[src/lane_codec_pkg.sv]
`default_nettype none
// ==========================================================
// Shared constants for the byte lane codec
package lane_codec_pkg;
    // ==========================================================
    // Command codes on CMD_CODE
    localparam logic [2:0] CMD_NOP = 3'h0;
    localparam logic [2:0] CMD_WRITE = 3'h1;
    localparam logic [2:0] CMD_MASKED_WRITE = 3'h2;
    localparam logic [2:0] CMD_READ = 3'h3;
    localparam logic [2:0] CMD_MODE_READ = 3'h4;
    localparam logic [2:0] CMD_MODE_SET = 3'h5;
    localparam logic [2:0] CMD_LP_EXIT = 3'h6;

    // ==========================================================
    // Feature mode register field positions
    localparam int FEAT_MASK_BIT = 3;
    localparam int FEAT_RD_INV_BIT = 6;
    localparam int FEAT_WR_INV_BIT = 7;

    // ==========================================================
    // Coding constants
    localparam logic [7:0] PRECOND_VALUE = 8'h00;
    localparam logic [7:0] MASK_PATTERN = 8'h0f;
    localparam logic [3:0] INV_THRESHOLD = 4'h4;
    localparam logic [1:0] PRECOND_UI = 2'h2;
    localparam int BURST_BEATS = 8;

    // ==========================================================
    // Lane sequencing
    typedef enum logic [1:0] {
        ST_IDLE = 2'b00,
        ST_PRE = 2'b01,
        ST_READ = 2'b11,
        ST_WRITE = 2'b10
    } lane_state_t;

    typedef enum logic [1:0] {
        LAST_NONE = 2'b00,
        LAST_WRITE = 2'b01,
        LAST_MASKED = 2'b11,
        LAST_READ = 2'b10
    } last_cmd_t;
endpackage
`default_nettype wire

[src/pin_sync.sv]
`default_nettype none
// ==========================================================
// Two flip-flop synchroniser for pin inputs
module pin_sync #(
    parameter int WIDTH = 1
) (
    // Clock and reset
    input wire logic clk,
    input wire logic rst_n,
    // Data
    input wire logic [WIDTH-1:0] d,
    output logic [WIDTH-1:0] q
);
    logic [WIDTH-1:0] meta_r;
    logic [WIDTH-1:0] meta_nxt;
    logic [WIDTH-1:0] q_r;
    logic [WIDTH-1:0] q_nxt;

    always_comb begin
        meta_nxt = d;
        q_nxt = meta_r;
    end

    always_ff @(posedge clk or negedge rst_n) begin
        if (!rst_n) begin
            meta_r <= '0;
            q_r <= '0;
        end else begin
            meta_r <= meta_nxt;
            q_r <= q_nxt;
        end
    end

    assign q = q_r;
endmodule
`default_nettype wire

[src/beat_store.sv]
`default_nettype none
// ==========================================================
// Read burst beat memory with registered read data
module beat_store #(
    parameter int WIDTH = 8,
    parameter int DEPTH = 8,
    parameter int AW = 3
) (
    // Clock and reset
    input wire logic clk,
    input wire logic rst_n,
    // Write port
    input wire logic we,
    input wire logic [AW-1:0] waddr,
    input wire logic [WIDTH-1:0] wdata,
    // Read port
    input wire logic [AW-1:0] raddr,
    output logic [WIDTH-1:0] rdata
);
    logic [WIDTH-1:0] mem_r [DEPTH];
    logic [WIDTH-1:0] rdata_r;
    logic [WIDTH-1:0] rdata_nxt;

    always_comb begin
        rdata_nxt = mem_r[raddr];
    end

    always_ff @(posedge clk) begin
        if (we) begin
            mem_r[waddr] <= wdata;
        end
    end

    always_ff @(posedge clk or negedge rst_n) begin
        if (!rst_n) begin
            rdata_r <= '0;
        end else begin
            rdata_r <= rdata_nxt;
        end
    end

    assign rdata = rdata_r;
endmodule
`default_nettype wire

[src/byte_lane_codec.sv]
`default_nettype none
// Function
// RQ1: Mode register read data uses read inversion coding like a Read.
// RQ2: Masking and write inversion off: pin ignored, input receiver off.
// RQ3: Read inversion off: pin output driver stays off during reads.
// RQ4: Masked Write with masking off is illegal and flagged.
// RQ5: Write with write inversion: invert beat when pin high.
// RQ6: Read: invert beat, pin high, when over four lines would change.
// RQ7: Tie of four after an inverted beat inverts; otherwise uninverted.
// RQ8: Masking on, write inversion off: ordinary Write ignores the pin.
// RQ9: Controller uses Masked Write for any masked beat.
// RQ10: Masked Write without inversion: skip beats with pin high.
// RQ11: Masked Write with inversion: mask on pin high and 0x0f toggle.
// RQ12: Otherwise Masked Write beats invert on pin high.
// RQ13: Inversion state holds last bus byte, starts all low.
// RQ14: Controller encodes write data with the same coding.
// RQ15: One two-way mask/invert pin per byte, sampled with data.
// RQ16: Enables come from feature register bits 3, 7 and 6.
// RQ17: Inversion state cleared on reset, mode set, listed sequences.
// RQ18: First or gapped read preconditions the bus for 2 UI.
module byte_lane_codec #(
    parameter int BURST_BEATS = lane_codec_pkg::BURST_BEATS,
    parameter int AW = $clog2(BURST_BEATS)
) (
    // Clock and reset
    input wire logic CLK_SYS,
    input wire logic RSTN,
    // Commands
    input wire logic CMD_VALID,
    input wire logic [2:0] CMD_CODE,
    input wire logic CMD_GAP,
    input wire logic [7:0] MODE_OP,
    // Read burst data load
    input wire logic RDBUF_WE,
    input wire logic [AW-1:0] RDBUF_ADDR,
    input wire logic [7:0] RDBUF_DATA,
    // Link pins
    input wire logic LINK_CK,
    input wire logic [7:0] DQ_IN,
    input wire logic MASKINV_IN,
    output logic [7:0] DQ_OUT,
    output logic DQ_OE_N,
    output logic MASKINV_OUT,
    output logic MASKINV_OE_N,
    output logic MASKINV_RX_EN,
    // Write data to the array
    output logic WR_STORE,
    output logic [7:0] WR_DATA,
    output logic [AW-1:0] WR_BEAT,
    // Status
    output logic BUSY,
    output logic ILLEGAL_CMD,
    output logic MASK_EN,
    output logic WR_INV_EN,
    output logic RD_INV_EN
);
    localparam logic [AW:0] BEAT_END = (AW+1)'(BURST_BEATS);
    localparam logic [AW:0] BEAT_LAST = (AW+1)'(BURST_BEATS - 1);

    // ==========================================================
    // Helpers
    function automatic logic [3:0] flip_count(input logic [7:0] a,
                                              input logic [7:0] b);
        logic [3:0] n;
        n = 4'h0;
        for (int i = 0; i < 8; i++) begin
            n = n + {3'h0, a[i] ^ b[i]};
        end
        return n;
    endfunction

    function automatic logic read_invert(input logic [3:0] n,
                                         input logic prev);
        return (n > lane_codec_pkg::INV_THRESHOLD) ||
               (n == lane_codec_pkg::INV_THRESHOLD && prev);
    endfunction

    // ==========================================================
    // Pin synchronisers and read memory
    logic [9:0] pins_s;
    logic ck_s;
    logic [7:0] dq_s;
    logic mi_s;
    logic [7:0] rd_q;
    logic [AW:0] beat_r;

    pin_sync #(.WIDTH(10)) u_sync (
        .clk(CLK_SYS),
        .rst_n(RSTN),
        .d({LINK_CK, MASKINV_IN, DQ_IN}), // see RQ15
        .q(pins_s)
    );

    always_comb begin
        ck_s = pins_s[9];
        mi_s = pins_s[8];
        dq_s = pins_s[7:0];
    end

    beat_store #(.WIDTH(8), .DEPTH(BURST_BEATS), .AW(AW)) u_store (
        .clk(CLK_SYS),
        .rst_n(RSTN),
        .we(RDBUF_WE),
        .waddr(RDBUF_ADDR),
        .wdata(RDBUF_DATA),
        .raddr(beat_r[AW-1:0]),
        .rdata(rd_q)
    );

    // ==========================================================
    // State
    lane_codec_pkg::lane_state_t state_r, state_nxt;
    lane_codec_pkg::last_cmd_t last_r, last_nxt;
    logic [AW:0] beat_nxt;
    logic [1:0] pre_r, pre_nxt;
    logic ck_d_r, ck_d_nxt, masked_r, masked_nxt;
    logic [7:0] bus_r, bus_nxt;
    logic inv_prev_r, inv_prev_nxt;
    logic mask_en_r, mask_en_nxt, wr_inv_r, wr_inv_nxt;
    logic rd_inv_r, rd_inv_nxt;
    logic [7:0] dq_out_r, dq_out_nxt, wr_data_r, wr_data_nxt;
    logic dq_oe_n_r, dq_oe_n_nxt, mi_out_r, mi_out_nxt;
    logic mi_oe_n_r, mi_oe_n_nxt, rx_en_r, rx_en_nxt;
    logic wr_store_r, wr_store_nxt, busy_r, busy_nxt;
    logic illegal_r, illegal_nxt;
    logic [AW-1:0] wr_beat_r, wr_beat_nxt;
    logic link_edge, cmd_take, inv_now;
    logic [3:0] flips;

    always_comb begin
        link_edge = ck_s ^ ck_d_r;
        cmd_take = CMD_VALID && (state_r == lane_codec_pkg::ST_IDLE);
        flips = flip_count(rd_q, bus_r);
        inv_now = read_invert(flips, inv_prev_r); // see RQ6 see RQ7
    end

    // ==========================================================
    // Next state
    always_comb begin
        state_nxt = state_r;
        last_nxt = last_r;
        beat_nxt = beat_r;
        pre_nxt = pre_r;
        ck_d_nxt = ck_s;
        masked_nxt = masked_r;
        bus_nxt = bus_r;
        inv_prev_nxt = inv_prev_r;
        mask_en_nxt = mask_en_r;
        wr_inv_nxt = wr_inv_r;
        rd_inv_nxt = rd_inv_r;
        dq_out_nxt = dq_out_r;
        dq_oe_n_nxt = dq_oe_n_r;
        mi_out_nxt = mi_out_r;
        mi_oe_n_nxt = mi_oe_n_r;
        rx_en_nxt = rx_en_r;
        wr_data_nxt = wr_data_r;
        wr_beat_nxt = wr_beat_r;
        wr_store_nxt = 1'b0;
        illegal_nxt = 1'b0;
        case (state_r)
            lane_codec_pkg::ST_IDLE: begin
                if (CMD_VALID) begin
                    case (CMD_CODE)
                        lane_codec_pkg::CMD_WRITE: begin
                            state_nxt = lane_codec_pkg::ST_WRITE;
                            masked_nxt = 1'b0;
                            last_nxt = lane_codec_pkg::LAST_WRITE;
                            beat_nxt = '0;
                            rx_en_nxt = mask_en_r | wr_inv_r; // see RQ2
                        end
                        lane_codec_pkg::CMD_MASKED_WRITE: begin
                            if (!mask_en_r) begin
                                illegal_nxt = 1'b1; // see RQ4
                            end else begin
                                state_nxt = lane_codec_pkg::ST_WRITE;
                                masked_nxt = 1'b1;
                                last_nxt = lane_codec_pkg::LAST_MASKED;
                                beat_nxt = '0;
                                rx_en_nxt = 1'b1;
                                if (last_r == lane_codec_pkg::LAST_READ ||
                                    (CMD_GAP &&
                                     last_r != lane_codec_pkg::LAST_NONE)
                                   ) begin
                                    bus_nxt = lane_codec_pkg::PRECOND_VALUE;
                                    inv_prev_nxt = 1'b0; // see RQ17
                                end
                            end
                        end
                        lane_codec_pkg::CMD_READ,
                        lane_codec_pkg::CMD_MODE_READ: begin // see RQ1
                            last_nxt = lane_codec_pkg::LAST_READ;
                            beat_nxt = '0;
                            dq_oe_n_nxt = 1'b0;
                            mi_oe_n_nxt = !rd_inv_r; // see RQ3
                            if (rd_inv_r && (CMD_GAP ||
                                last_r != lane_codec_pkg::LAST_READ)) begin
                                state_nxt = lane_codec_pkg::ST_PRE;
                                pre_nxt = 2'h0;
                                bus_nxt = lane_codec_pkg::PRECOND_VALUE;
                                inv_prev_nxt = 1'b0;
                                dq_out_nxt = lane_codec_pkg::PRECOND_VALUE;
                                mi_out_nxt = 1'b0; // see RQ18
                            end else begin
                                state_nxt = lane_codec_pkg::ST_READ;
                            end
                        end
                        lane_codec_pkg::CMD_MODE_SET: begin
                            mask_en_nxt =
                                MODE_OP[lane_codec_pkg::FEAT_MASK_BIT];
                            wr_inv_nxt =
                                MODE_OP[lane_codec_pkg::FEAT_WR_INV_BIT];
                            rd_inv_nxt =
                                MODE_OP[lane_codec_pkg::FEAT_RD_INV_BIT];
                            bus_nxt = lane_codec_pkg::PRECOND_VALUE;
                            inv_prev_nxt = 1'b0; // see RQ16 see RQ17
                        end
                        lane_codec_pkg::CMD_LP_EXIT: begin
                            bus_nxt = lane_codec_pkg::PRECOND_VALUE;
                            inv_prev_nxt = 1'b0; // see RQ17
                        end
                        default: begin
                        end
                    endcase
                end
            end
            lane_codec_pkg::ST_PRE: begin
                if (link_edge) begin
                    pre_nxt = pre_r + 2'h1;
                    if (pre_r == lane_codec_pkg::PRECOND_UI - 2'h1) begin
                        state_nxt = lane_codec_pkg::ST_READ; // see RQ18
                    end
                end
            end
            lane_codec_pkg::ST_READ: begin
                if (link_edge) begin
                    if (beat_r == BEAT_END) begin
                        state_nxt = lane_codec_pkg::ST_IDLE;
                        dq_oe_n_nxt = 1'b1;
                        mi_oe_n_nxt = 1'b1;
                    end else begin
                        beat_nxt = beat_r + (AW+1)'(1);
                        if (rd_inv_r) begin
                            dq_out_nxt = inv_now ? ~rd_q : rd_q;
                            mi_out_nxt = inv_now; // see RQ6 see RQ7
                            bus_nxt = inv_now ? ~rd_q : rd_q; // see RQ13
                            inv_prev_nxt = inv_now;
                        end else begin
                            dq_out_nxt = rd_q;
                            mi_out_nxt = 1'b0;
                        end
                    end
                end
            end
            lane_codec_pkg::ST_WRITE: begin
                if (link_edge) begin
                    wr_beat_nxt = beat_r[AW-1:0];
                    beat_nxt = beat_r + (AW+1)'(1);
                    wr_store_nxt = 1'b1;
                    wr_data_nxt = dq_s;
                    bus_nxt = dq_s; // see RQ13
                    if (!masked_r) begin
                        if (wr_inv_r && mi_s) begin
                            wr_data_nxt = ~dq_s; // see RQ5 see RQ8
                        end
                    end else if (!wr_inv_r) begin
                        wr_store_nxt = !mi_s; // see RQ10
                    end else if (mi_s && ((dq_s ^ bus_r) ==
                                 lane_codec_pkg::MASK_PATTERN)) begin
                        wr_store_nxt = 1'b0; // see RQ11
                    end else if (mi_s) begin
                        wr_data_nxt = ~dq_s; // see RQ12
                    end
                    if (beat_r == BEAT_LAST) begin
                        state_nxt = lane_codec_pkg::ST_IDLE;
                        rx_en_nxt = 1'b0;
                    end
                end
            end
            default: begin
                state_nxt = lane_codec_pkg::ST_IDLE;
            end
        endcase
        busy_nxt = (state_nxt != lane_codec_pkg::ST_IDLE);
    end

    // ==========================================================
    // Registers
    always_ff @(posedge CLK_SYS or negedge RSTN) begin
        if (!RSTN) begin
            state_r <= lane_codec_pkg::ST_IDLE;
            last_r <= lane_codec_pkg::LAST_NONE;
            beat_r <= '0;
            pre_r <= 2'h0;
            ck_d_r <= 1'b0;
            masked_r <= 1'b0;
            bus_r <= lane_codec_pkg::PRECOND_VALUE;
            inv_prev_r <= 1'b0;
            mask_en_r <= 1'b0;
            wr_inv_r <= 1'b0;
            rd_inv_r <= 1'b0;
            dq_out_r <= 8'h00;
            dq_oe_n_r <= 1'b1;
            mi_out_r <= 1'b0;
            mi_oe_n_r <= 1'b1;
            rx_en_r <= 1'b0;
            wr_data_r <= 8'h00;
            wr_beat_r <= '0;
            wr_store_r <= 1'b0;
            busy_r <= 1'b0;
            illegal_r <= 1'b0;
        end else begin
            state_r <= state_nxt;
            last_r <= last_nxt;
            beat_r <= beat_nxt;
            pre_r <= pre_nxt;
            ck_d_r <= ck_d_nxt;
            masked_r <= masked_nxt;
            bus_r <= bus_nxt;
            inv_prev_r <= inv_prev_nxt;
            mask_en_r <= mask_en_nxt;
            wr_inv_r <= wr_inv_nxt;
            rd_inv_r <= rd_inv_nxt;
            dq_out_r <= dq_out_nxt;
            dq_oe_n_r <= dq_oe_n_nxt;
            mi_out_r <= mi_out_nxt;
            mi_oe_n_r <= mi_oe_n_nxt;
            rx_en_r <= rx_en_nxt;
            wr_data_r <= wr_data_nxt;
            wr_beat_r <= wr_beat_nxt;
            wr_store_r <= wr_store_nxt;
            busy_r <= busy_nxt;
            illegal_r <= illegal_nxt;
        end
    end

    assign DQ_OUT = dq_out_r;
    assign DQ_OE_N = dq_oe_n_r;
    assign MASKINV_OUT = mi_out_r;
    assign MASKINV_OE_N = mi_oe_n_r;
    assign MASKINV_RX_EN = rx_en_r;
    assign WR_STORE = wr_store_r;
    assign WR_DATA = wr_data_r;
    assign WR_BEAT = wr_beat_r;
    assign BUSY = busy_r;
    assign ILLEGAL_CMD = illegal_r;
    assign MASK_EN = mask_en_r;
    assign WR_INV_EN = wr_inv_r;
    assign RD_INV_EN = rd_inv_r;

    logic wr_edge, rd_edge;
    always_comb begin
        wr_edge = link_edge && state_r == lane_codec_pkg::ST_WRITE;
        rd_edge = link_edge && state_r == lane_codec_pkg::ST_READ &&
                  beat_r != BEAT_END;
    end
endmodule
`default_nettype wire

[config.mk]
export PLATFORM = sky130hd
export DESIGN_NAME = byte_lane_codec
export DESIGN_NICKNAME = d
export VERILOG_FILES = /design/src/lane_codec_pkg.sv /design/src/pin_sync.sv /design/src/beat_store.sv /design/src/byte_lane_codec.sv
export SDC_FILE = /design/constraint.sdc
export NUM_CORES = 1
export LEC_CHECK = 0
export BUFFER_PORTS_ARGS = -buffer_cell sky130_fd_sc_hd__buf_2
export CAP_MARGIN = 10
export CORE_ASPECT_RATIO = 1.2
export CORE_MARGIN = 8
export CORE_UTILIZATION = 50
export DETAILED_ROUTE_END_ITERATION = 10
export PLACE_DENSITY_LB_ADDON = 0.1
export SYNTH_ARGS = -nofsm -noshare
export SYNTH_HDL_FRONTEND = slang
export SYNTH_HIERARCHICAL = 1
export SYNTH_SLANG_ARGS = --single-unit
[constraint.sdc]
create_clock -name CLK_SYS -period 3.8 [get_ports CLK_SYS]
set_input_delay 1.14 -clock CLK_SYS [delete_from_list [all_inputs] [get_ports CLK_SYS]]
set_output_delay 1.14 -clock CLK_SYS [all_outputs]
set_load 0.005 [all_outputs]
Word-level counts from Yosys, hierarchy flattened
Memory sizes are Yosys's and may differ from the RTL's. A register that Yosys moved wholly into a read port is not among the register bits.
Index checks and enable logic that the tools add are counted.
{"block": "classes", "addsub": 9, "n_mul": 0, "div_mod_pow": 0, "n_lt_le_gt_ge": 1, "n_eq_ne": 33, "shifts": 0, "mux": 88, "n_bitwise": 13, "n_reduce_logical": 34}
{"op": "$mux 8", "count": 19}
{"op": "$pmux 8 s3", "count": 2}
{"op": "$mux 1", "count": 33}
{"op": "$mux 2", "count": 14}
{"op": "$mux 4", "count": 5}
{"op": "$ne 2x2->1 const B", "count": 10}
{"op": "$add 4x1->4", "count": 4}
{"op": "$not 8->8", "count": 2}
{"op": "$pmux 8 s2", "count": 1}
{"op": "$pmux 1 s2", "count": 7}
{"op": "$pmux 2 s3", "count": 2}
{"op": "$pmux 4 s3", "count": 1}
{"op": "$reduce_and 6->1", "count": 2}
{"op": "$reduce_bool 2->1", "count": 6}
{"op": "$reduce_and 10->1", "count": 1}
{"op": "$reduce_and 5->1", "count": 2}
{"op": "$eq 3x3->1 const B", "count": 3}
{"op": "$ne 3x3->1 const B", "count": 3}
{"op": "$reduce_and 9->1", "count": 1}
{"op": "$xor 1x1->1", "count": 9}
{"op": "$eq 4x3->1 const B", "count": 2}
{"op": "$eq 8x4->1 const B", "count": 1}
{"op": "$pmux 2 s4", "count": 1}
{"op": "$pmux 4 s2", "count": 1}
{"op": "30 further kinds", "count": 46}
{"block": "totals", "ff_bits": 70, "latchBits": 0, "ram_bits": 64, "mem_bits_ro": 0, "in_bits": 37, "output_inout_bits": 29, "n_memories": 1}
{"memory": "u_store.mem_r", "depth": 8, "word_bits": 8, "read_ports": 1, "rd_clocked_by_memory_dff": 1, "wr": 1, "line": "beat_store.sv:20", "rtl": "logic [WIDTH-1:0] mem_r [DEPTH];"}

Longest topological paths before layout
{"block": "logic_depth", "word_depth": 16, "mapped_depth": 14, "depth_no_buf": 13}

Modules after synthesis
Netlist, hierarchy kept.
{"module": "byte_lane_codec", "n_inst": 1, "cells_each": 325, "area_each_um2": 3146.8}
{"module": "beat_store", "n_inst": 1, "cells_each": 114, "area_each_um2": 2731.4}
{"module": "pin_sync", "n_inst": 1, "cells_each": 20, "area_each_um2": 500.5}

Worst setup path after synthesis
Ideal clock, no wire load.
{"block": "synth_path", "path_type": "reg2reg", "start": "reg bus_r[0]", "end": "reg dq_out_r[6], in the netlist DQ_OUT[6]", "setup_ns": 0.074, "t_arrival_ns": 3.922, "required_ns": 3.726, "path_slack_ns": -0.196, "stages_incl_launch_ff": 15, "period_less_slack_ns": 3.996, "path_cell_list": "dfrtp_1 xor2_1 fa_1 fa_1 inv_1 fa_1 inv_1 ha_1 fa_1 nor3_1 o22ai_1 buf_2 nand2_1 xor2_1 o21ai_2"}
{"block": "synth_between", "elab_chain_cells": 16, "elab_cells_between_ends": 17}
{"item": "from (decl)", "line": "byte_lane_codec.sv:117", "rtl": "logic [7:0] bus_r, bus_nxt;"}
{"item": "from (signal assigned)", "line": "byte_lane_codec.sv:296", "rtl": "bus_r <= lane_codec_pkg::PRECOND_VALUE;"}
{"item": "from (signal assigned)", "line": "byte_lane_codec.sv:318", "rtl": "bus_r <= bus_nxt;"}
{"item": "$xor 1x1->1 (*)", "line": "byte_lane_codec.sv:67", "rtl": "n = n + {3'h0, a[i] ^ b[i]};"}
{"item": "$add 1x1->2 (*)", "line": "byte_lane_codec.sv:67"}
{"item": "$add 2x1->3 (*)", "line": "byte_lane_codec.sv:67"}
{"item": "$add 3x1->4 (*)", "line": "byte_lane_codec.sv:67"}
{"item": "$add 4x1->4 (*) (4 in a row)", "line": "byte_lane_codec.sv:67"}
{"item": "parallel branches: the longest is 2 deep, another holds $gt 4x3->1"}
{"item": "$logic_or 1x1->1 (*)", "line": "byte_lane_codec.sv:74", "rtl": "return (n > lane_codec_pkg::INV_THRESHOLD) ||"}
{"item": "$mux 8 (*)", "line": "byte_lane_codec.sv:243", "rtl": "dq_out_nxt = inv_now ? ~rd_q : rd_q;"}
{"item": "$mux 8 (*)", "line": "byte_lane_codec.sv:242", "rtl": "if (rd_inv_r) begin"}
{"item": "$mux 8 (*)", "line": "byte_lane_codec.sv:236", "rtl": "if (beat_r == BEAT_END) begin"}
{"item": "$mux 8 (*)", "line": "byte_lane_codec.sv:235", "rtl": "if (link_edge) begin"}
{"item": "$pmux 8 s2 (*)", "line": "byte_lane_codec.sv:160", "rtl": "case (state_r)"}
{"item": "to (signal assigned)", "line": "byte_lane_codec.sv:323", "rtl": "dq_out_r <= dq_out_nxt;"}
{"item": "to (decl)", "line": "byte_lane_codec.sv:121", "rtl": "logic [7:0] dq_out_r, dq_out_nxt, wr_data_r, wr_data_nxt;"}
Mark *: on every way between the ends. The select of a mux whose other input is x is not followed.
A chain may end at the register's enable or synchronous reset.

Worst setup path after layout
{"block": "layout_path", "start": "reg bus_r[1]", "end": "reg bus_r[4]"}
{"block": "layout_between", "elab_chain_cells": 16, "elab_cells_between_ends": 17}
{"item": "$xor 1x1->1 (*)", "line": "byte_lane_codec.sv:67"}
{"item": "$add 1x1->2 (*)", "line": "byte_lane_codec.sv:67"}
{"item": "$add 2x1->3 (*)", "line": "byte_lane_codec.sv:67"}
{"item": "$add 3x1->4 (*)", "line": "byte_lane_codec.sv:67"}
{"item": "$add 4x1->4 (*) (4 in a row)", "line": "byte_lane_codec.sv:67"}
{"item": "parallel branches: the longest is 2 deep, another holds $gt 4x3->1"}
{"item": "$logic_or 1x1->1 (*)", "line": "byte_lane_codec.sv:74"}
{"item": "$mux 8 (*)", "line": "byte_lane_codec.sv:245", "rtl": "bus_nxt = inv_now ? ~rd_q : rd_q;"}
{"item": "$mux 8 (*)", "line": "byte_lane_codec.sv:242"}
{"item": "$mux 8 (*)", "line": "byte_lane_codec.sv:236"}
{"item": "$mux 8 (*)", "line": "byte_lane_codec.sv:235"}
{"item": "$pmux 8 s3 (*)", "line": "byte_lane_codec.sv:160"}
Marked as above.

==> flow_summary_export.csv <==
group,metric,value,unit
run_status,run_status,"finished, violations left",
run_status,violations_in_the_final_reports,"setup timing",
yosys,yosysWarningCount,6,
yosys,synthDistinctLibCells,65,
yosys,synth_async_sr_flop_share,54.9,%
cts,cts_made_buffers,17,
floorplanning,floorplan.die.width,119,um
timing,fmax,256,MHz
floorplanning,placementRows,45,
placement,numPortBuffers,60,
cts,cts_root_buf,"sky130_fd_sc_hd__clkbuf_16",
hold_path,worst_hold_path_type,"register to register",
drt,routed_wire_length_per_instance,18.1,um
floorplanning,floorplan.die.height,140,um
global_routing,grt_antenna_before_repair,0,
floorplanning,design.die.area,0.0166,mm2
worst_setup_path,critPathKind,"register to register",
cts,cts.sinks,142,
yosys,syn_nets,510,
timing,layout_worst_path_cycle_share,103,%
placement,dp_hpwl,8.81,mm
worst_setup_path,critPathArrivalTime,4.21,ns
worst_setup_path,worst_setup_path_startpoint,"bus_r[1]$_DFFE_PN0P_",
global_routing,grt_pass1_wl,20.8,mm
cts,cts_max_level,4,
yosys,synth_sequential_area_ratio,60.8,%
worst_setup_path,critical_path_source_type,"register",
drt,drc_errors,0,
global_routing,globalRoute.totalOverflow,0,
yosys,synth.cell_area,0.00638,mm2
drt,final_antenna_net_count,0,
yosys,avgSynthCellArea,13.9,um2
final_layout,number_of_antenna_diodes,0,
yosys,netlist_instances,459,
final_layout,layout-area-overhead-vs-synth,20.0,%
cts,clk_latency,0.42,ns
timing,fin_ws,-0.112,ns
final_layout,layout_net_count,585,
worst_setup_path,r2r_end,"bus_r[4]$_DFFE_PN0P_",
final_layout,layout.cells.non_filler,711,
worst_setup_path,crit_path_end_kind,"register",
placement,post_place_cells,677,
cts,cts_max_path_buffers,2,
yosys,ys_seq_elements,142,
yosys,synth_edf_count,64,
worst_setup_path,timing.critical_path.fanout_max,6,
yosys,postSynth.topFlopCell,"sky130_fd_sc_hd__dfrtp_1",
worst_setup_path,worst-r2r-setup-slack,-0.11,ns
cts,postCtsHoldBufs,0,
global_routing,groute.usage.overall,16.1,%
timing,final-max-slew-violation-count,0,
cts,tritoncts,"done",
floorplanning,ios,66,
timing,report.final.hold_viol_count,0,
timing,slew_headroom,36.2,%
worst_setup_path,critical_path.reg2reg.startpoint,"bus_r[1]$_DFFE_PN0P_",
drt,detailedRoute.firstIterationViolations,176,
timing,timing.final.setup_violations,17,
drt,vias,3804,
placement,globalplace.congestion,0.792,
worst_setup_path,worst_r2r_path_depth,14,
run,drv.max_cap_violation_count,0,
drt,drt_wl_total,12.8,mm
drt,vias_per_inst,5.35,
timing,setup_skew_after_layout,0.00728,ns
cts,clk_slew_on_worst_s_h_paths,0.06,ns
drt,first_pass_iters,4,
timing,timing.final.crit_period,3.91,ns
final_layout,fillCellCount,992,
worst_setup_path,worst-endpoint-required,4.10,ns
floorplanning,placeableCoreArea,0.0126,mm2
timing,worstMarginPinSlew,0.956,ns
worst_setup_path,endpoint,"bus_r[4]$_DFFE_PN0P_",
floorplanning,floorplan.initialDensity,50.8,%
final_layout,layout-drive-gt1-share,29.1,%
timing,timing.hold.ws,0.344,ns
global_routing,grt_start_max_net_pins,79,
timing,grt_setup_unrepaired,"yes",
global_routing,first_global_vias,3981,
==> registers in the layout (all words and copies together), names as in the netlist, 2 cells and up <==
register / cells
u_sync/meta_r: 10
u_store/mem_r: 64
state_r: 2
u_sync/q: 10
u_store/rdata: 8
beat_r: 4
WR_DATA: 8
bus_r: 8
pre_r: 2
WR_BEAT: 3
DQ_OUT: 8
last_r: 2
==> repair_timing <==
item                                    in CTS  in global routing
resized for setup                           24                  9
endpoints found under the setup margin      17                 18
pin swaps                                   12                  5
buffers inserted                             1                  1
hold endpoints to repair                     0                  0
==> synthesized netlist by cell type, types with 4 or more instances <==
master	n	area share, %
sky130_fd_sc_hd__a21oi_1	9	0.71
sky130_fd_sc_hd__buf_2	5	0.39
sky130_fd_sc_hd__clkbuf_1	10	0.59
sky130_fd_sc_hd__dfrtp_1	76	30
sky130_fd_sc_hd__edfxtp_1	64	30
sky130_fd_sc_hd__fa_1	4	1.3
sky130_fd_sc_hd__ha_1	10	2.0
sky130_fd_sc_hd__inv_1	13	0.77
sky130_fd_sc_hd__mux2_1	10	1.8
sky130_fd_sc_hd__mux2_2	12	2.1
sky130_fd_sc_hd__mux4_1	15	6.2
sky130_fd_sc_hd__nand2_1	51	3.0
sky130_fd_sc_hd__nand2b_1	8	0.78
sky130_fd_sc_hd__nand3_1	4	0.31
sky130_fd_sc_hd__nor2_1	16	0.94
sky130_fd_sc_hd__nor2b_1	5	0.49
sky130_fd_sc_hd__nor3_1	4	0.31
sky130_fd_sc_hd__o21ai_0	31	2.4
sky130_fd_sc_hd__o21ai_2	8	1.1
sky130_fd_sc_hd__xnor2_1	25	3.4
sky130_fd_sc_hd__xor2_1	20	2.7
==> worst max-delay path: stages, from the launching register on <==
cell and delay (ns):
sky130_fd_sc_hd__dfrtp_1 0.40, sky130_fd_sc_hd__xor2_2 0.19, sky130_fd_sc_hd__fa_1 0.48, sky130_fd_sc_hd__fa_1 0.51, sky130_fd_sc_hd__inv_1 0.05, sky130_fd_sc_hd__fa_1 0.47, sky130_fd_sc_hd__inv_1 0.04, sky130_fd_sc_hd__ha_2 0.19
sky130_fd_sc_hd__fa_2 0.55, sky130_fd_sc_hd__nor3_2 0.05, sky130_fd_sc_hd__o22ai_2 0.21, sky130_fd_sc_hd__buf_6 0.19, sky130_fd_sc_hd__xnor2_2 0.13, sky130_fd_sc_hd__o21ai_2 0.07, sky130_fd_sc_hd__mux2_4 0.27
==> how the worst min path moves through the flow <==
stage,from,end,depth (start not counted)
after detailed placement,u_sync/meta_r[1]$_DFF_PN0_,u_sync/q[1]$_DFF_PN0_,0
after global placement,u_sync/meta_r[6]$_DFF_PN0_,u_sync/q[6]$_DFF_PN0_,0
after floorplan,u_sync/meta_r[0]$_DFF_PN0_,u_sync/q[0]$_DFF_PN0_,0
final,u_sync/meta_r[1]$_DFF_PN0_,u_sync/q[1]$_DFF_PN0_,0
after global routing,u_sync/meta_r[1]$_DFF_PN0_,u_sync/q[1]$_DFF_PN0_,0
after CTS,u_sync/meta_r[1]$_DFF_PN0_,u_sync/q[1]$_DFF_PN0_,0
==> kinds of logic (layout without fill, tap and decap cells) <==
logic type | after synthesis | count (layout) | share of synthesized area, %
buffers and inverters | 32 | 120 | 2.47
DFF | 142 | 142 | 60.8
and+or+nand+nor | 108 | 108 | 8.32
muxes | 39 | 39 | 10.6
xor gates and xnor gates | 45 | 45 | 6.18
adders and majority gates | 14 | 14 | 3.22
AOI/OAI and AO/OA | 79 | 79 | 8.47
==> metal layers <==
| metal | global-route usage (%) | wire (um) | vias to the layer above |
|---|---|---|---|
| li1 | - | - | 1824 |
| met1 | 18.8 | 5360 | 1876 |
| met2 | 27.2 | 6660 | 85 |
| met3 | 4.29 | 573 | 19 |
| met4 | 7.07 | 244 | 0 |
| met5 | 0 | 0 | - |
==> cells in the final DEF (no fill, tap or decap), types with 3 or more instances in the layout <==
cell                        netlist  layout
sky130_fd_sc_hd__dfrtp_1         76      76
sky130_fd_sc_hd__edfxtp_1        64      64
sky130_fd_sc_hd__buf_2            5      59
sky130_fd_sc_hd__nand2_1         51      50
sky130_fd_sc_hd__o21ai_0         31      25
sky130_fd_sc_hd__xnor2_1         25      18
sky130_fd_sc_hd__clkbuf_16        0      17
sky130_fd_sc_hd__nor2_1          16      16
sky130_fd_sc_hd__xor2_1          20      15
sky130_fd_sc_hd__mux4_1          15      15
sky130_fd_sc_hd__buf_4            0      14
sky130_fd_sc_hd__inv_1           13      13
sky130_fd_sc_hd__mux2_2          12      12
sky130_fd_sc_hd__a21oi_1          9       9
sky130_fd_sc_hd__o21ai_2          8       9
sky130_fd_sc_hd__ha_1            10       9
sky130_fd_sc_hd__nand2b_1         8       8
sky130_fd_sc_hd__mux2_4           0       8
sky130_fd_sc_hd__o21ai_1          2       7
sky130_fd_sc_hd__xnor2_2          0       7
sky130_fd_sc_hd__nor2b_1          5       5
sky130_fd_sc_hd__xor2_2           0       5
sky130_fd_sc_hd__nand3_1          4       4
sky130_fd_sc_hd__bufinv_16        0       4
sky130_fd_sc_hd__clkbuf_1        10       4
sky130_fd_sc_hd__nor3_1           4       3
sky130_fd_sc_hd__fa_1             4       3
==> area by class of cell <==
cell class	instances	area [um2]	area share, %
clock inverter	11	166	2.17
timing repair buffer	75	423	5.53
inverter	13	48.8	0.638
sequential	142	3880	50.7
multi-input combinational	285	2490	32.6
tap	164	205	2.68
clock buffer	21	440	5.76
==> per-stage QoR <==
| step | setup TNS (ns) | cell area [um2] | worst slack, ns | util [%] |
|---|---|---|---|---|
| 2_1_floorplan | 0 | 6390 | 0.0214 | - |
| 3_3_place_gp | -1.27 | 6880 | -0.108 | 54.8 |
| 3_5_place_dp | -2.83 | 6880 | -0.209 | 54.8 |
| 4_1_cts | -2.69 | 7590 | -0.180 | 60.4 |
| 5_1_grt | -3.67 | 7650 | -0.235 | 60.9 |
| 6_report | -1.28 | 7650 | -0.112 | 60.9 |
Power is left out: the tool's default activity adds up to more than one toggle a clock period on the data nets, which glitch-free logic cannot reach.
